===== src/rtl/pei_pkg.sv =====
package pei_pkg;
  // power modes of the device, from highest to lowest consumption
  typedef enum logic [2:0] {
    PEI_RUN,
    PEI_SLEEP,
    PEI_LP_RUN,
    PEI_LP_SLEEP,
    PEI_STOP,
    PEI_OTHER
  } pei_mode_e;

  // source counts
  localparam int PEI_NUM_TIMERS = 3;
  localparam int PEI_NUM_COMP = 2;
  localparam int PEI_NUM_CLKSRC = 5;
  localparam int PEI_NUM_PINS = 8;
  // fixed pipeline depth of every path, in core_clk cycles
  localparam int PEI_PATH_LATENCY = 2;
  // timer index of the second general-purpose timer (rtc wakeup target)
  localparam int PEI_TIMER_B_IDX = 1;
  // select field reset value: selects source 0
  localparam logic [3:0] PEI_SEL_RESET = 4'h0;
  // timer trigger select layout: 0..2 timers, 3..4 comparators, 5 rtc wakeup (timer b only), 6..13 pins
  localparam logic [3:0] PEI_TSEL_TIMER = 4'h0;
  localparam logic [3:0] PEI_TSEL_COMP = 4'h3;
  localparam logic [3:0] PEI_TSEL_RTC = 4'h5;
  localparam logic [3:0] PEI_TSEL_PIN = 4'h6;
  // timer channel select layout: 0..1 comparators, 2..6 clock sources, 7..14 pins
  localparam logic [3:0] PEI_CSEL_COMP = 4'h0;
  localparam logic [3:0] PEI_CSEL_CLK = 4'h2;
  localparam logic [3:0] PEI_CSEL_PIN = 4'h7;
  // low power timer select layout: 0..1 comparators, 2 rtc event (trigger only, channel gets 0), 3..10 pins
  localparam logic [3:0] PEI_LSEL_COMP = 4'h0;
  localparam logic [3:0] PEI_LSEL_RTC = 4'h2;
  localparam logic [3:0] PEI_LSEL_PIN = 4'h3;
endpackage : pei_pkg


===== src/rtl/pei_stage.sv =====
`timescale 1ns/10ps
// fixed-depth delay line so every path has identical latency
module pei_stage #(
  parameter int WIDTH = 1,
  parameter int DEPTH = 2
) (
  input wire logic core_clk,
  input wire logic rst_n,
  input wire logic [WIDTH-1:0] din,
  output logic [WIDTH-1:0] dout
);
  logic [WIDTH-1:0] pipe [DEPTH];  // stage registers
  logic [WIDTH-1:0] next_pipe [DEPTH];  // next stage values

  // shift by one stage each cycle
  always_comb
  begin
    next_pipe[0] = din;
    for (int i = 1; i < DEPTH; i++)
    begin
      next_pipe[i] = pipe[i-1];
    end
  end

  // registers only
  always_ff @(posedge core_clk or negedge rst_n)
  begin
    if (!rst_n)
    begin
      for (int i = 0; i < DEPTH; i++)
      begin
        pipe[i] <= '0;
      end
    end
    else
    begin
      pipe <= next_pipe;
    end
  end

  assign dout = pipe[DEPTH-1];
endmodule : pei_stage


===== src/rtl/pei_interconnect.sv =====
`timescale 1ns/10ps
module pei_interconnect #(
  parameter int NT = pei_pkg::PEI_NUM_TIMERS,
  parameter int NC = pei_pkg::PEI_NUM_COMP,
  parameter int NK = pei_pkg::PEI_NUM_CLKSRC,
  parameter int NP = pei_pkg::PEI_NUM_PINS
) (
  input wire logic core_clk,
  input wire logic rstn,
  // current power mode, from the power controller
  input wire pei_pkg::pei_mode_e power_mode,
  // sources
  input wire logic [NT-1:0] any_timer_trgo,
  input wire logic [NC-1:0] comparator_outputs,
  input wire logic rtc_wakeup,
  input wire logic rtc_event,
  input wire logic [NK-1:0] clock_sources,
  input wire logic [NP-1:0] pin_inputs,
  // static routing selects from each destination's configuration
  input wire logic [NT*4-1:0] timer_trig_sel,
  input wire logic [NT*4-1:0] timer_chan_sel,
  input wire logic [3:0] lp_timer_trig_sel,
  input wire logic [3:0] lp_timer_chan_sel,
  input wire logic [2:0] adc_trig_sel,
  // destinations
  output logic [NT-1:0] timer_trig_in,
  output logic [NT-1:0] timer_chan_in,
  output logic low_power_timer_trig,
  output logic low_power_timer_chan,
  output logic adc_conv_trig
);
  localparam int LAT = pei_pkg::PEI_PATH_LATENCY;
  localparam int NOUT = 2 * NT + 3;

  logic rst_meta;  // reset release synchroniser, first stage
  logic rst_n;  // synchronised reset used everywhere
  logic run_ok;  // mode allows run-through-low-power-sleep paths
  logic stop_ok;  // mode allows stop-capable paths
  logic [NOUT-1:0] routed;  // gated combinational selection
  logic [NOUT-1:0] delayed;  // output of fixed pipeline
  logic [NOUT-1:0] out_q;  // final registered outputs
  logic [NOUT-1:0] next_out_q;  // next output values

  // reset asserts at once, releases after two edges
  always_ff @(posedge core_clk or negedge rstn)
  begin
    if (!rstn)
    begin
      rst_meta <= 1'b0;
      rst_n <= 1'b0;
    end
    else
    begin
      rst_meta <= 1'b1;
      rst_n <= rst_meta;
    end
  end

  // pick one bit of a vector by select, out of range gives 0
  function automatic logic pick(input logic [31:0] vec, input int idx, input int n);
    logic r;
    r = 1'b0;
    if (idx >= 0 && idx < n)
    begin
      r = vec[idx];
    end
    return r;
  endfunction : pick

  // timer trigger source for timer t; a timer never triggers itself
  function automatic logic timer_trig_src(input int t, input logic [3:0] sel,
                                          input logic [NT-1:0] trg, input logic [NC-1:0] cmp,
                                          input logic rtc_w, input logic [NP-1:0] pin);
    logic r;
    r = 1'b0;
    if (sel < pei_pkg::PEI_TSEL_COMP)
    begin
      if (int'(sel) != t)
      begin
        r = pick(32'(trg), int'(sel), NT);
      end
    end
    else if (sel < pei_pkg::PEI_TSEL_RTC)
    begin
      r = pick(32'(cmp), int'(sel - pei_pkg::PEI_TSEL_COMP), NC);
    end
    else if (sel == pei_pkg::PEI_TSEL_RTC)
    begin
      // the wakeup event is wired only to timer b
      r = (t == pei_pkg::PEI_TIMER_B_IDX) ? rtc_w : 1'b0;
    end
    else
    begin
      r = pick(32'(pin), int'(sel - pei_pkg::PEI_TSEL_PIN), NP);
    end
    return r;
  endfunction : timer_trig_src

  // timer channel source
  function automatic logic timer_chan_src(input logic [3:0] sel, input logic [NC-1:0] cmp,
                                          input logic [NK-1:0] clk, input logic [NP-1:0] pin);
    logic r;
    r = 1'b0;
    if (sel < pei_pkg::PEI_CSEL_CLK)
    begin
      r = pick(32'(cmp), int'(sel - pei_pkg::PEI_CSEL_COMP), NC);
    end
    else if (sel < pei_pkg::PEI_CSEL_PIN)
    begin
      r = pick(32'(clk), int'(sel - pei_pkg::PEI_CSEL_CLK), NK);
    end
    else
    begin
      r = pick(32'(pin), int'(sel - pei_pkg::PEI_CSEL_PIN), NP);
    end
    return r;
  endfunction : timer_chan_src

  // low power timer source, shared by trigger and channel
  function automatic logic lp_src(input logic [3:0] sel, input logic [NC-1:0] cmp,
                                  input logic rtc_e, input logic [NP-1:0] pin, input logic trig);
    logic r;
    r = 1'b0;
    if (sel < pei_pkg::PEI_LSEL_RTC)
    begin
      r = pick(32'(cmp), int'(sel - pei_pkg::PEI_LSEL_COMP), NC);
    end
    else if (sel == pei_pkg::PEI_LSEL_RTC)
    begin
      r = trig ? rtc_e : 1'b0;
    end
    else
    begin
      r = pick(32'(pin), int'(sel - pei_pkg::PEI_LSEL_PIN), NP);
    end
    return r;
  endfunction : lp_src

  // mode gating: stop only keeps low power timer paths
  always_comb
  begin
    case (power_mode)
      pei_pkg::PEI_RUN, pei_pkg::PEI_SLEEP, pei_pkg::PEI_LP_RUN, pei_pkg::PEI_LP_SLEEP:
      begin
        run_ok = 1'b1;
        stop_ok = 1'b1;
      end
      pei_pkg::PEI_STOP:
      begin
        run_ok = 1'b0;
        stop_ok = 1'b1;
      end
      default:
      begin
        // any other mode, such as standby, kills every path
        run_ok = 1'b0;
        stop_ok = 1'b0;
      end
    endcase
  end

  // pure wiring selection; no bus access is on any path
  always_comb
  begin
    routed = '0;
    for (int t = 0; t < NT; t++)
    begin
      routed[t] = run_ok & timer_trig_src(t, timer_trig_sel[t*4 +: 4], any_timer_trgo,
                                          comparator_outputs, rtc_wakeup, pin_inputs);
      routed[NT+t] = run_ok & timer_chan_src(timer_chan_sel[t*4 +: 4], comparator_outputs,
                                             clock_sources, pin_inputs);
    end
    routed[2*NT] = stop_ok & lp_src(lp_timer_trig_sel, comparator_outputs, rtc_event,
                                    pin_inputs, 1'b1);
    routed[2*NT+1] = stop_ok & lp_src(lp_timer_chan_sel, comparator_outputs, rtc_event,
                                      pin_inputs, 1'b0);
    routed[2*NT+2] = run_ok & pick(32'(pin_inputs), int'(adc_trig_sel), NP);
  end

  // identical pipeline depth on all paths gives fixed latency
  pei_stage #(
    .WIDTH(NOUT),
    .DEPTH(LAT - 1)
  ) u_stage (
    .core_clk(core_clk),
    .rst_n(rst_n),
    .din(routed),
    .dout(delayed)
  );

  // final stage also drops outputs the cycle mode leaves a path's set
  always_comb
  begin
    next_out_q = delayed;
    for (int t = 0; t < NT; t++)
    begin
      next_out_q[t] = delayed[t] & run_ok;
      next_out_q[NT+t] = delayed[NT+t] & run_ok;
    end
    next_out_q[2*NT] = delayed[2*NT] & stop_ok;
    next_out_q[2*NT+1] = delayed[2*NT+1] & stop_ok;
    next_out_q[2*NT+2] = delayed[2*NT+2] & run_ok;
  end

  // output registers only
  always_ff @(posedge core_clk or negedge rst_n)
  begin
    if (!rst_n)
    begin
      out_q <= '0;
    end
    else
    begin
      out_q <= next_out_q;
    end
  end

  assign timer_trig_in = out_q[NT-1:0];
  assign timer_chan_in = out_q[2*NT-1:NT];
  assign low_power_timer_trig = out_q[2*NT];
  assign low_power_timer_chan = out_q[2*NT+1];
  assign adc_conv_trig = out_q[2*NT+2];

  // helper: mode history over the latency window; it resets to the dead mode so
  // the window only reads as stable once the pipeline holds post-reset samples
  pei_pkg::pei_mode_e mode_d1;  // mode one edge back
  pei_pkg::pei_mode_e mode_d2;  // mode two edges back
  logic mode_stable;  // same mode at this edge and the two before

  // registers only
  always_ff @(posedge core_clk or negedge rst_n)
  begin
    if (!rst_n)
    begin
      mode_d1 <= pei_pkg::PEI_OTHER;
      mode_d2 <= pei_pkg::PEI_OTHER;
    end
    else
    begin
      mode_d1 <= power_mode;
      mode_d2 <= mode_d1;
    end
  end

  assign mode_stable = (power_mode == mode_d1) && (power_mode == mode_d2);

  stop_gate_a: assert property (@(posedge core_clk) disable iff (!rst_n)
    (power_mode == pei_pkg::PEI_STOP) |=> (timer_trig_in == '0 && timer_chan_in == '0))
    else $error("timer path active in stop");
  adc_stop_a: assert property (@(posedge core_clk) disable iff (!rst_n)
    (power_mode == pei_pkg::PEI_STOP) |=> !adc_conv_trig)
    else $error("converter trigger active in stop");
  other_mode_a: assert property (@(posedge core_clk) disable iff (!rst_n)
    (power_mode == pei_pkg::PEI_OTHER) |=> (out_q == '0))
    else $error("path active in disallowed mode");
  lp_rtc_path_a: assert property (@(posedge core_clk) disable iff (!rst_n)
    (mode_stable && power_mode != pei_pkg::PEI_OTHER && lp_timer_trig_sel == pei_pkg::PEI_LSEL_RTC
     && $past(lp_timer_trig_sel, 2) == pei_pkg::PEI_LSEL_RTC)
    |-> low_power_timer_trig == $past(rtc_event, 2))
    else $error("rtc to low power timer latency wrong");
  rtc_wake_a: assert property (@(posedge core_clk) disable iff (!rst_n)
    (rst_n && rtc_wakeup && run_ok && timer_trig_sel[7:4] == pei_pkg::PEI_TSEL_RTC) ##1 run_ok
    |=> timer_trig_in[1])
    else $error("rtc wakeup not delivered to timer b");
  clk_chan_a: assert property (@(posedge core_clk) disable iff (!rst_n)
    (rst_n && clock_sources[0] && run_ok && timer_chan_sel[3:0] == pei_pkg::PEI_CSEL_CLK)
    ##1 run_ok
    |=> timer_chan_in[0])
    else $error("clock source not delivered to channel");
  trig_chain_a: assert property (@(posedge core_clk) disable iff (!rst_n)
    (rst_n && any_timer_trgo[0] && run_ok && timer_trig_sel[7:4] == 4'h0) ##1 run_ok
    |=> timer_trig_in[1])
    else $error("timer trigger latency wrong");
  comp_lp_a: assert property (@(posedge core_clk) disable iff (!rst_n)
    (rst_n && comparator_outputs[0] && stop_ok && lp_timer_chan_sel == pei_pkg::PEI_LSEL_COMP)
    ##1 stop_ok
    |=> low_power_timer_chan)
    else $error("comparator to low power timer missed");
  no_self_a: assert property (@(posedge core_clk) disable iff (!rst_n)
    (timer_trig_sel[3:0] == 4'h0 && $past(timer_trig_sel[3:0], 2) == 4'h0) |-> !timer_trig_in[0])
    else $error("timer triggered by itself");

  cov_stop_rtc_c: cover property (@(posedge core_clk) disable iff (!rst_n)
    power_mode == pei_pkg::PEI_STOP && low_power_timer_trig);
  cov_chain_c: cover property (@(posedge core_clk) disable iff (!rst_n) |timer_trig_in);
  cov_adc_c: cover property (@(posedge core_clk) disable iff (!rst_n) adc_conv_trig);
endmodule : pei_interconnect


===== config.mk =====
export PLATFORM = sky130hd
export DESIGN_NAME = pei_interconnect
export DESIGN_NICKNAME = d
export VERILOG_FILES = /design/src/rtl/pei_pkg.sv /design/src/rtl/pei_stage.sv /design/src/rtl/pei_interconnect.sv
export SDC_FILE = /design/constraint.sdc
export NUM_CORES = 1
export LEC_CHECK = 0
export BUFFER_PORTS_ARGS = -buffer_cell sky130_fd_sc_hd__buf_2
export CELL_PAD_IN_SITES_DETAIL_PLACEMENT = 0
export CELL_PAD_IN_SITES_GLOBAL_PLACEMENT = 1
export CORE_UTILIZATION = 37
export CTS_BUF_LIST = sky130_fd_sc_hd__clkbuf_4
export CTS_CLUSTER_DIAMETER = 50
export DETAILED_ROUTE_END_ITERATION = 8
export GPL_ROUTABILITY_DRIVEN = 0
export PLACE_DENSITY_LB_ADDON = 0.25
export SYNTH_ARGS = -nofsm -noshare
export SYNTH_HDL_FRONTEND = slang
export SYNTH_SLANG_ARGS = --single-unit

===== constraint.sdc =====
create_clock -name core_clk -period 0.8 [get_ports core_clk]
set_input_delay 0.04 -clock core_clk [delete_from_list [all_inputs] [get_ports core_clk]]
set_output_delay 0.04 -clock core_clk [all_outputs]
set_load 0.02 [all_outputs]

# [After elaboration in Yosys (flattened, before gate mapping)]
# Cells that the tools add are included.
# W data, S select, Z words.
[classes] n_addsub=14 magnitude_cmp=78 n_eq_ne=11 mux=106 n_bitwise=18 n_reduce_logical=23
[ops] operator="$lt A5 B7 Y1 const B" count=14
[ops] operator="$mux W1" count=83
[ops] operator="$bmux W1 S5" count=14
[ops] operator="$ge A5 B1 Y1 const B" count=14
[ops] operator="$lt A4 B2 Y1 const B" count=16
[ops] operator="$lt A4 B6 Y1 const B" count=8
[ops] operator="$lt A5 B5 Y1 const B" count=8
[ops] operator="$sub A4 B2 Y5 const B" count=8
[ops] operator="$bmux W1 S4" count=8
[ops] operator="$sub A4 B3 Y5 const B" count=6
[ops] operator="$lt A4 B3 Y1 const B" count=6
[ops] operator="$ge A4 B1 Y1 const B" count=5
[ops] operator="$logic_and A1 B1 Y1" count=19
[ops] operator="$and A1 B1 Y1" count=18
[ops] operator="$lt A5 B3 Y1 const B" count=3
[ops] operator="$lt A5 B4 Y1 const B" count=3
[ops] operator="$eq A4 B3 Y1 const B" count=3
[ops] operator="$eq A4 B2 Y1 const B" count=2
[ops] operator="$eq A3 B2 Y1 const B" count=2
[ops] operator="$lt A3 B6 Y1 const B" count=1
[ops] operator="$reduce_or A5 Y1" count=1
[ops] operator="$ne A4 B2 Y1 const B" count=1
[ops] operator="$ne A4 B3 Y1 const B" count=1
[ops] operator="$reduce_bool A4 Y1" count=1
[ops] operator="other kinds (5)" count=5
[word_totals] register_bits=20 inputBits=60 out_inout_bits=9 wordCells=254

# [Logic depth before layout (Yosys ltp)]
[logic_depth] depth_word=9 ltp_mapped=7 depth_no_buf=7

# [By module]
# From an unflattened synthesis, not the netlist that was laid out.
[unflattened] cells_unflattened=244 area_unflattened_um2=2477.4
[modules_own_cells] mod="pei_interconnect" instances=1 cells_each=235 area_each_um2=2252.2 seq_area_each_um2=275.3
[modules_own_cells] mod="pei_stage" instances=1 cells_each=9 area_each_um2=225.2 seq_area_each_um2=225.2

# [Least setup slack after synthesis]
# Ideal clock, no wire load.
[synth_timing] path_type="input port to flip-flop" startpoint="input port lp_timer_trig_sel[0]" endpoint="register u_stage.pipe, in the netlist u_stage.dout[6]" setup_ps=120 arrival_ps=1297 t_required_ps=680 path_slack_ps=-617 path_stages=7 n_path_buf=1 cell_sequence="clkbuf_1 inv_1 ha_1 mux4_2 mux2i_1 a21oi_1 o211a_1"
[synth_via] elab_chain_len=8 elab_cells_between_ends=19 classes_between="1 x add/sub; 5 x order compare; 1 x eq/ne; 9 x mux; 1 x bitwise; 2 x reduce/logical"
[synth_rtl] item="start, declared" line_no="pei_interconnect.sv:22" source="input wire logic [3:0] lp_timer_trig_sel,"
[synth_rtl] item="$sub A4 B2 Y5" line_no="pei_interconnect.sv:134" source="r = pick(32'(pin), int'(sel - pei_pkg::PEI_LSEL_PIN), NP);"
[synth_rtl] item="$bmux W1 S5" line_no="pei_interconnect.sv:65" source="r = vec[idx];"
[synth_rtl] item="$mux W1 (implied by the code) (2 in series)" line_no="pei_interconnect.sv:65"
[synth_rtl] item="$mux W1" line_no="pei_interconnect.sv:63" source="if (idx >= 0 && idx < n)"
[synth_rtl] item="$mux W1" line_no="pei_interconnect.sv:128" source="else if (sel == pei_pkg::PEI_LSEL_RTC)"
[synth_rtl] item="$mux W1 *" line_no="pei_interconnect.sv:124" source="if (sel < pei_pkg::PEI_LSEL_RTC)"
[synth_rtl] item="$and A1 B1 Y1 *" line_no="pei_interconnect.sv:173" source="routed[2*NT] = stop_ok & lp_src(lp_timer_trig_sel, comparator_outputs, rtc_event,"
[synth_rtl] item="net routed[6]" line_no="pei_interconnect.sv:39" source="logic [NOUT-1:0] routed;"
[synth_rtl] item="end signal, assigned" line_no="pei_stage.sv:37" source="pipe <= next_pipe;"
[synth_rtl] item="end, declared" line_no="pei_stage.sv:12" source="logic [WIDTH-1:0] pipe [DEPTH];"
# Mark *: on every way through the listed nets, which the timed path passes. The rest lies on a longest branch. The select of a mux whose other input is x is not followed.

# [Worst setup path in the final report]
[layout_timing] startpoint="input port timer_trig_sel[9]" endpoint="register u_stage.pipe, in the netlist u_stage.dout[2]"
[layout_via] elab_chain_len=9 elab_cells_between_ends=29 classes_between="2 x add/sub; 7 x order compare; 2 x eq/ne; 15 x mux; 1 x bitwise; 2 x reduce/logical"
[layout_rtl] item="start, declared" line_no="pei_interconnect.sv:20" source="input wire logic [NT*4-1:0] timer_trig_sel,"
[layout_rtl] item="$sub A4 B3 Y5" line_no="pei_interconnect.sv:94" source="r = pick(32'(pin), int'(sel - pei_pkg::PEI_TSEL_PIN), NP);"
[layout_rtl] item="$bmux W1 S5" line_no="pei_interconnect.sv:65"
[layout_rtl] item="$mux W1 (implied by the code) (2 in series)" line_no="pei_interconnect.sv:65"
[layout_rtl] item="$mux W1" line_no="pei_interconnect.sv:63"
[layout_rtl] item="$mux W1" line_no="pei_interconnect.sv:87" source="else if (sel == pei_pkg::PEI_TSEL_RTC)"
[layout_rtl] item="$mux W1" line_no="pei_interconnect.sv:83" source="else if (sel < pei_pkg::PEI_TSEL_RTC)"
[layout_rtl] item="$mux W1 *" line_no="pei_interconnect.sv:76" source="if (sel < pei_pkg::PEI_TSEL_COMP)"
[layout_rtl] item="$and A1 B1 Y1 *" line_no="pei_interconnect.sv:168" source="routed[t] = run_ok & timer_trig_src(t, timer_trig_sel[t*4 +: 4], any_timer_trgo,"
[layout_rtl] item="net routed[2]" line_no="pei_interconnect.sv:39"
# Marks and branches as above.

==> metrics.txt <==
Vias/cell around 5.4; die width 83.7 microns; CP Max Fanout 8; DRC 0; CP endpoint kind flip-flop; ys flop type dfrtp_1; Root Buffer clkbuf_4; synth top area cells dfrtp_1 20%, ha_1 16%, mux4_2 14%, mux2i_1 6.5%, mux2_2 3.6%; post-layout min period approximately 1100 ps; Worst-path clk slew 130 ps; Total GRT Usage about 20%; I/O Pins ~70; Clock Sinks 20; max cap viols 0; clock share of power a little over a fifth; Setup WS pre-CTS -697 ps; Mapped Nets between 300 and 400; Cell Rows 29; number of H-tree levels 1; synthesis-to-layout area growth 65.6%; DRT Pass-1 Iters 4; DP HPWL around 5300 microns; FF-to-FF setup slack ~160 ps; CP startpoint timer_trig_sel[9]; Leak about 1.9 nW; CTS Buf Count 3; first-pass GRT wire length approximately 11000 microns; worst skew pair latency 300 ps; Synth Register Bits 20; Comb power frac 49.6%; FFs w/ async S/R, synth 100%; vias in the first global route 2516; Fin. Hold Viols 0; Netlist cell types between 50 and 60; overall die area about 0.0070 sq mm; layout cells sized above 1 a little under three fifths; Post-Synthesis Cells roughly 250; initial antenna violation count 0; pin count of the biggest net entering global routing 19; CP Data Arrival Time roughly 1300 ps; reg2reg start u_stage.dout[3]; Avg Inst Size Synth 10.1 sq um; final count of pins violating max slew 0; fill cell count around 530; die height ~84 microns; Seq pwr share between 20% and 30%; Internal around 0.0027 W; Critical Path End u_stage.dout[2]; Buffers on Ports roughly 70; CP required approximately 960 ps; Worst Hold Class in -> async; Final Cycle Share 137%; via count roughly 2500; CTS tree yes; CTS Buffer Depth 2; Post-DP Area roughly 0.0035 sq mm; antenna-violating nets left 0; Synth top cells by count 32 x ha_1, 23 x inv_1, 20 x dfrtp_1; Core Region around 0.0064 sq mm; Final Instance Area between 0.004 and 0.005 sq mm; Net Switching 0.00113 W; CP Launch Type primary input; post-synthesis sequential area ratio about a fifth; skew final around 16 ps; critical path class in -> reg; initial DRC count between 100 and 150; Yosys top cell by area dfrtp_1; WHS 35.2 ps; status finished, violations left; synthesized area about 0.0025 sq mm; most common cell in the netlist ha_1; violated checks setup timing; worst r2r path cells 1; end of the worst register-to-register path out_q[3]; Pwr per Cell Area between 900 and 1000 mW/mm^2; EDFF count, synth 0; antenna diode count 0; switch share 29.7%; Final nets around 470; Worst VDD drop between 1 and 1.5 mV; Syn. warnings 0; share of the synthesized area in the top cell type approximately 20%; Routed WL roughly 6900 microns; GRT Residual Overflow 0; Max Freq 913 MHz; setup violators final 17; Starting Density between 30% and 40%; wire per inst roughly 15 microns; final worst slack -295 ps; unrepaired setup endpoints after global routing yes
-- repair_timing --
action / CTS / global route
endpoints found under the setup margin: 17 / 17
setup buffers: 0 / 6
hold endpoints to repair: 2 / 0
hold buffers: 1 / 0
gates cloned: 0 / 0
gates resized for setup: 78 / 50
pin swaps: 12 / 19
-- per-stage QoR --
stage | cells | setup TNS (ps) | power (W) | utilization [%]
2_1_floorplan | 246 | -2820 | 0.00199 | -
3_3_place_gp | 447 | -5070 | 0.00265 | 54.6
3_5_place_dp | 447 | -5170 | 0.00269 | 54.6
4_1_cts | 452 | -2200 | 0.00369 | 60.0
5_1_grt | 458 | -2580 | 0.00407 | 64.1
6_report | 458 | -2090 | 0.00382 | 64.1
-- critical path, cell delays in order --
cell and delay, ps:
buf_12 120, ha_4 260, mux4_2 290, mux2_4 270, a211oi_2 230, a211oi_2 50
-- sequential cells by signal, indices dropped and copies added, names as in the netlist --
name          count
rst_meta          1
rst_n             1
out_q             9
u_stage.dout      9
-- cell families (layout without fill, tap and decap cells) --
| kind of cell | Yosys count | count (layout) | share of synthesized area, % |
|---|---|---|---|
| XOR/XNOR | 5 | 5 | 1.77 |
| buffers and inverters | 32 | 167 | 5.41 |
| flip-flops | 20 | 20 | 20.2 |
| adder cells (fa/ha/maj) | 32 | 32 | 16.2 |
| AND/OR/NAND/NOR | 69 | 69 | 16.2 |
| other | 1 | 1 | 0.152 |
| multiplexers | 42 | 42 | 27.0 |
| AO/OA/AOI/OAI | 45 | 45 | 13.0 |
-- cells in the final DEF, fill, tap and decap left out, types with 3 or more instances in the layout --
master,n
buf_4,67
buf_2,37
buf_6,21
dfrtp_1,20
mux4_2,18
inv_1,17
ha_1,17
mux2i_1,15
nand2_1,12
buf_12,12
ha_4,10
a21oi_1,9
nor2b_1,9
nor2_1,8
nand2b_1,8
nand3b_1,7
ha_2,5
mux2_4,4
mux2_2,4
o21ai_0,4
nor4_1,3
inv_2,3
a2111oi_2,3
nor4b_2,3
a211oi_2,3
nor3_1,3
xnor2_1,3
clkbuf_4,3
-- power by group through the flow --
stage          Combinational, W  Clock, W  Sequential [W]
4_1_cts                 0.00174  0.000846         0.00110
3_5_place_dp            0.00157         0         0.00112
6_report                0.00189  0.000823         0.00110
5_1_grt                 0.00206  0.000903         0.00111
3_3_place_gp            0.00153         0         0.00112
2_1_floorplan          0.000831         0         0.00116
-- layer usage --
metal  global-route usage (%)  vias up  part of all wire [%]
met1                     25.9     1189                    44
met4                     4.62        0                  0.82
met3                     1.58        6                   3.6
li1                         -     1203                     -
met2                     35.6       64                    52
met5                        0        -                     0
-- how the worst min path moves through the flow --
stage,to,from,cells past startpoint
finish,rst_n,rstn,2
detailed placement,rst_n,rstn,1
global placement,rst_n,rstn,1
CTS,rst_n,rstn,2
global route,rst_meta,rstn,2
floorplan,rst_meta,rstn,0
-- layout make-up --
class / count / area (sq um) / area share (%)
clock inverter: 1 / 30.0 / 0.733
sequential: 20 / 500 / 12.2
tap: 77 / 96.3 / 2.35
clock buffer: 3 / 22.5 / 0.550
timing repair buffer: 140 / 1200 / 29.4
inverter: 23 / 114 / 2.78
multi-input combinational: 194 / 2130 / 51.9
No activity file was read; power rests on OpenSTA's default activity.
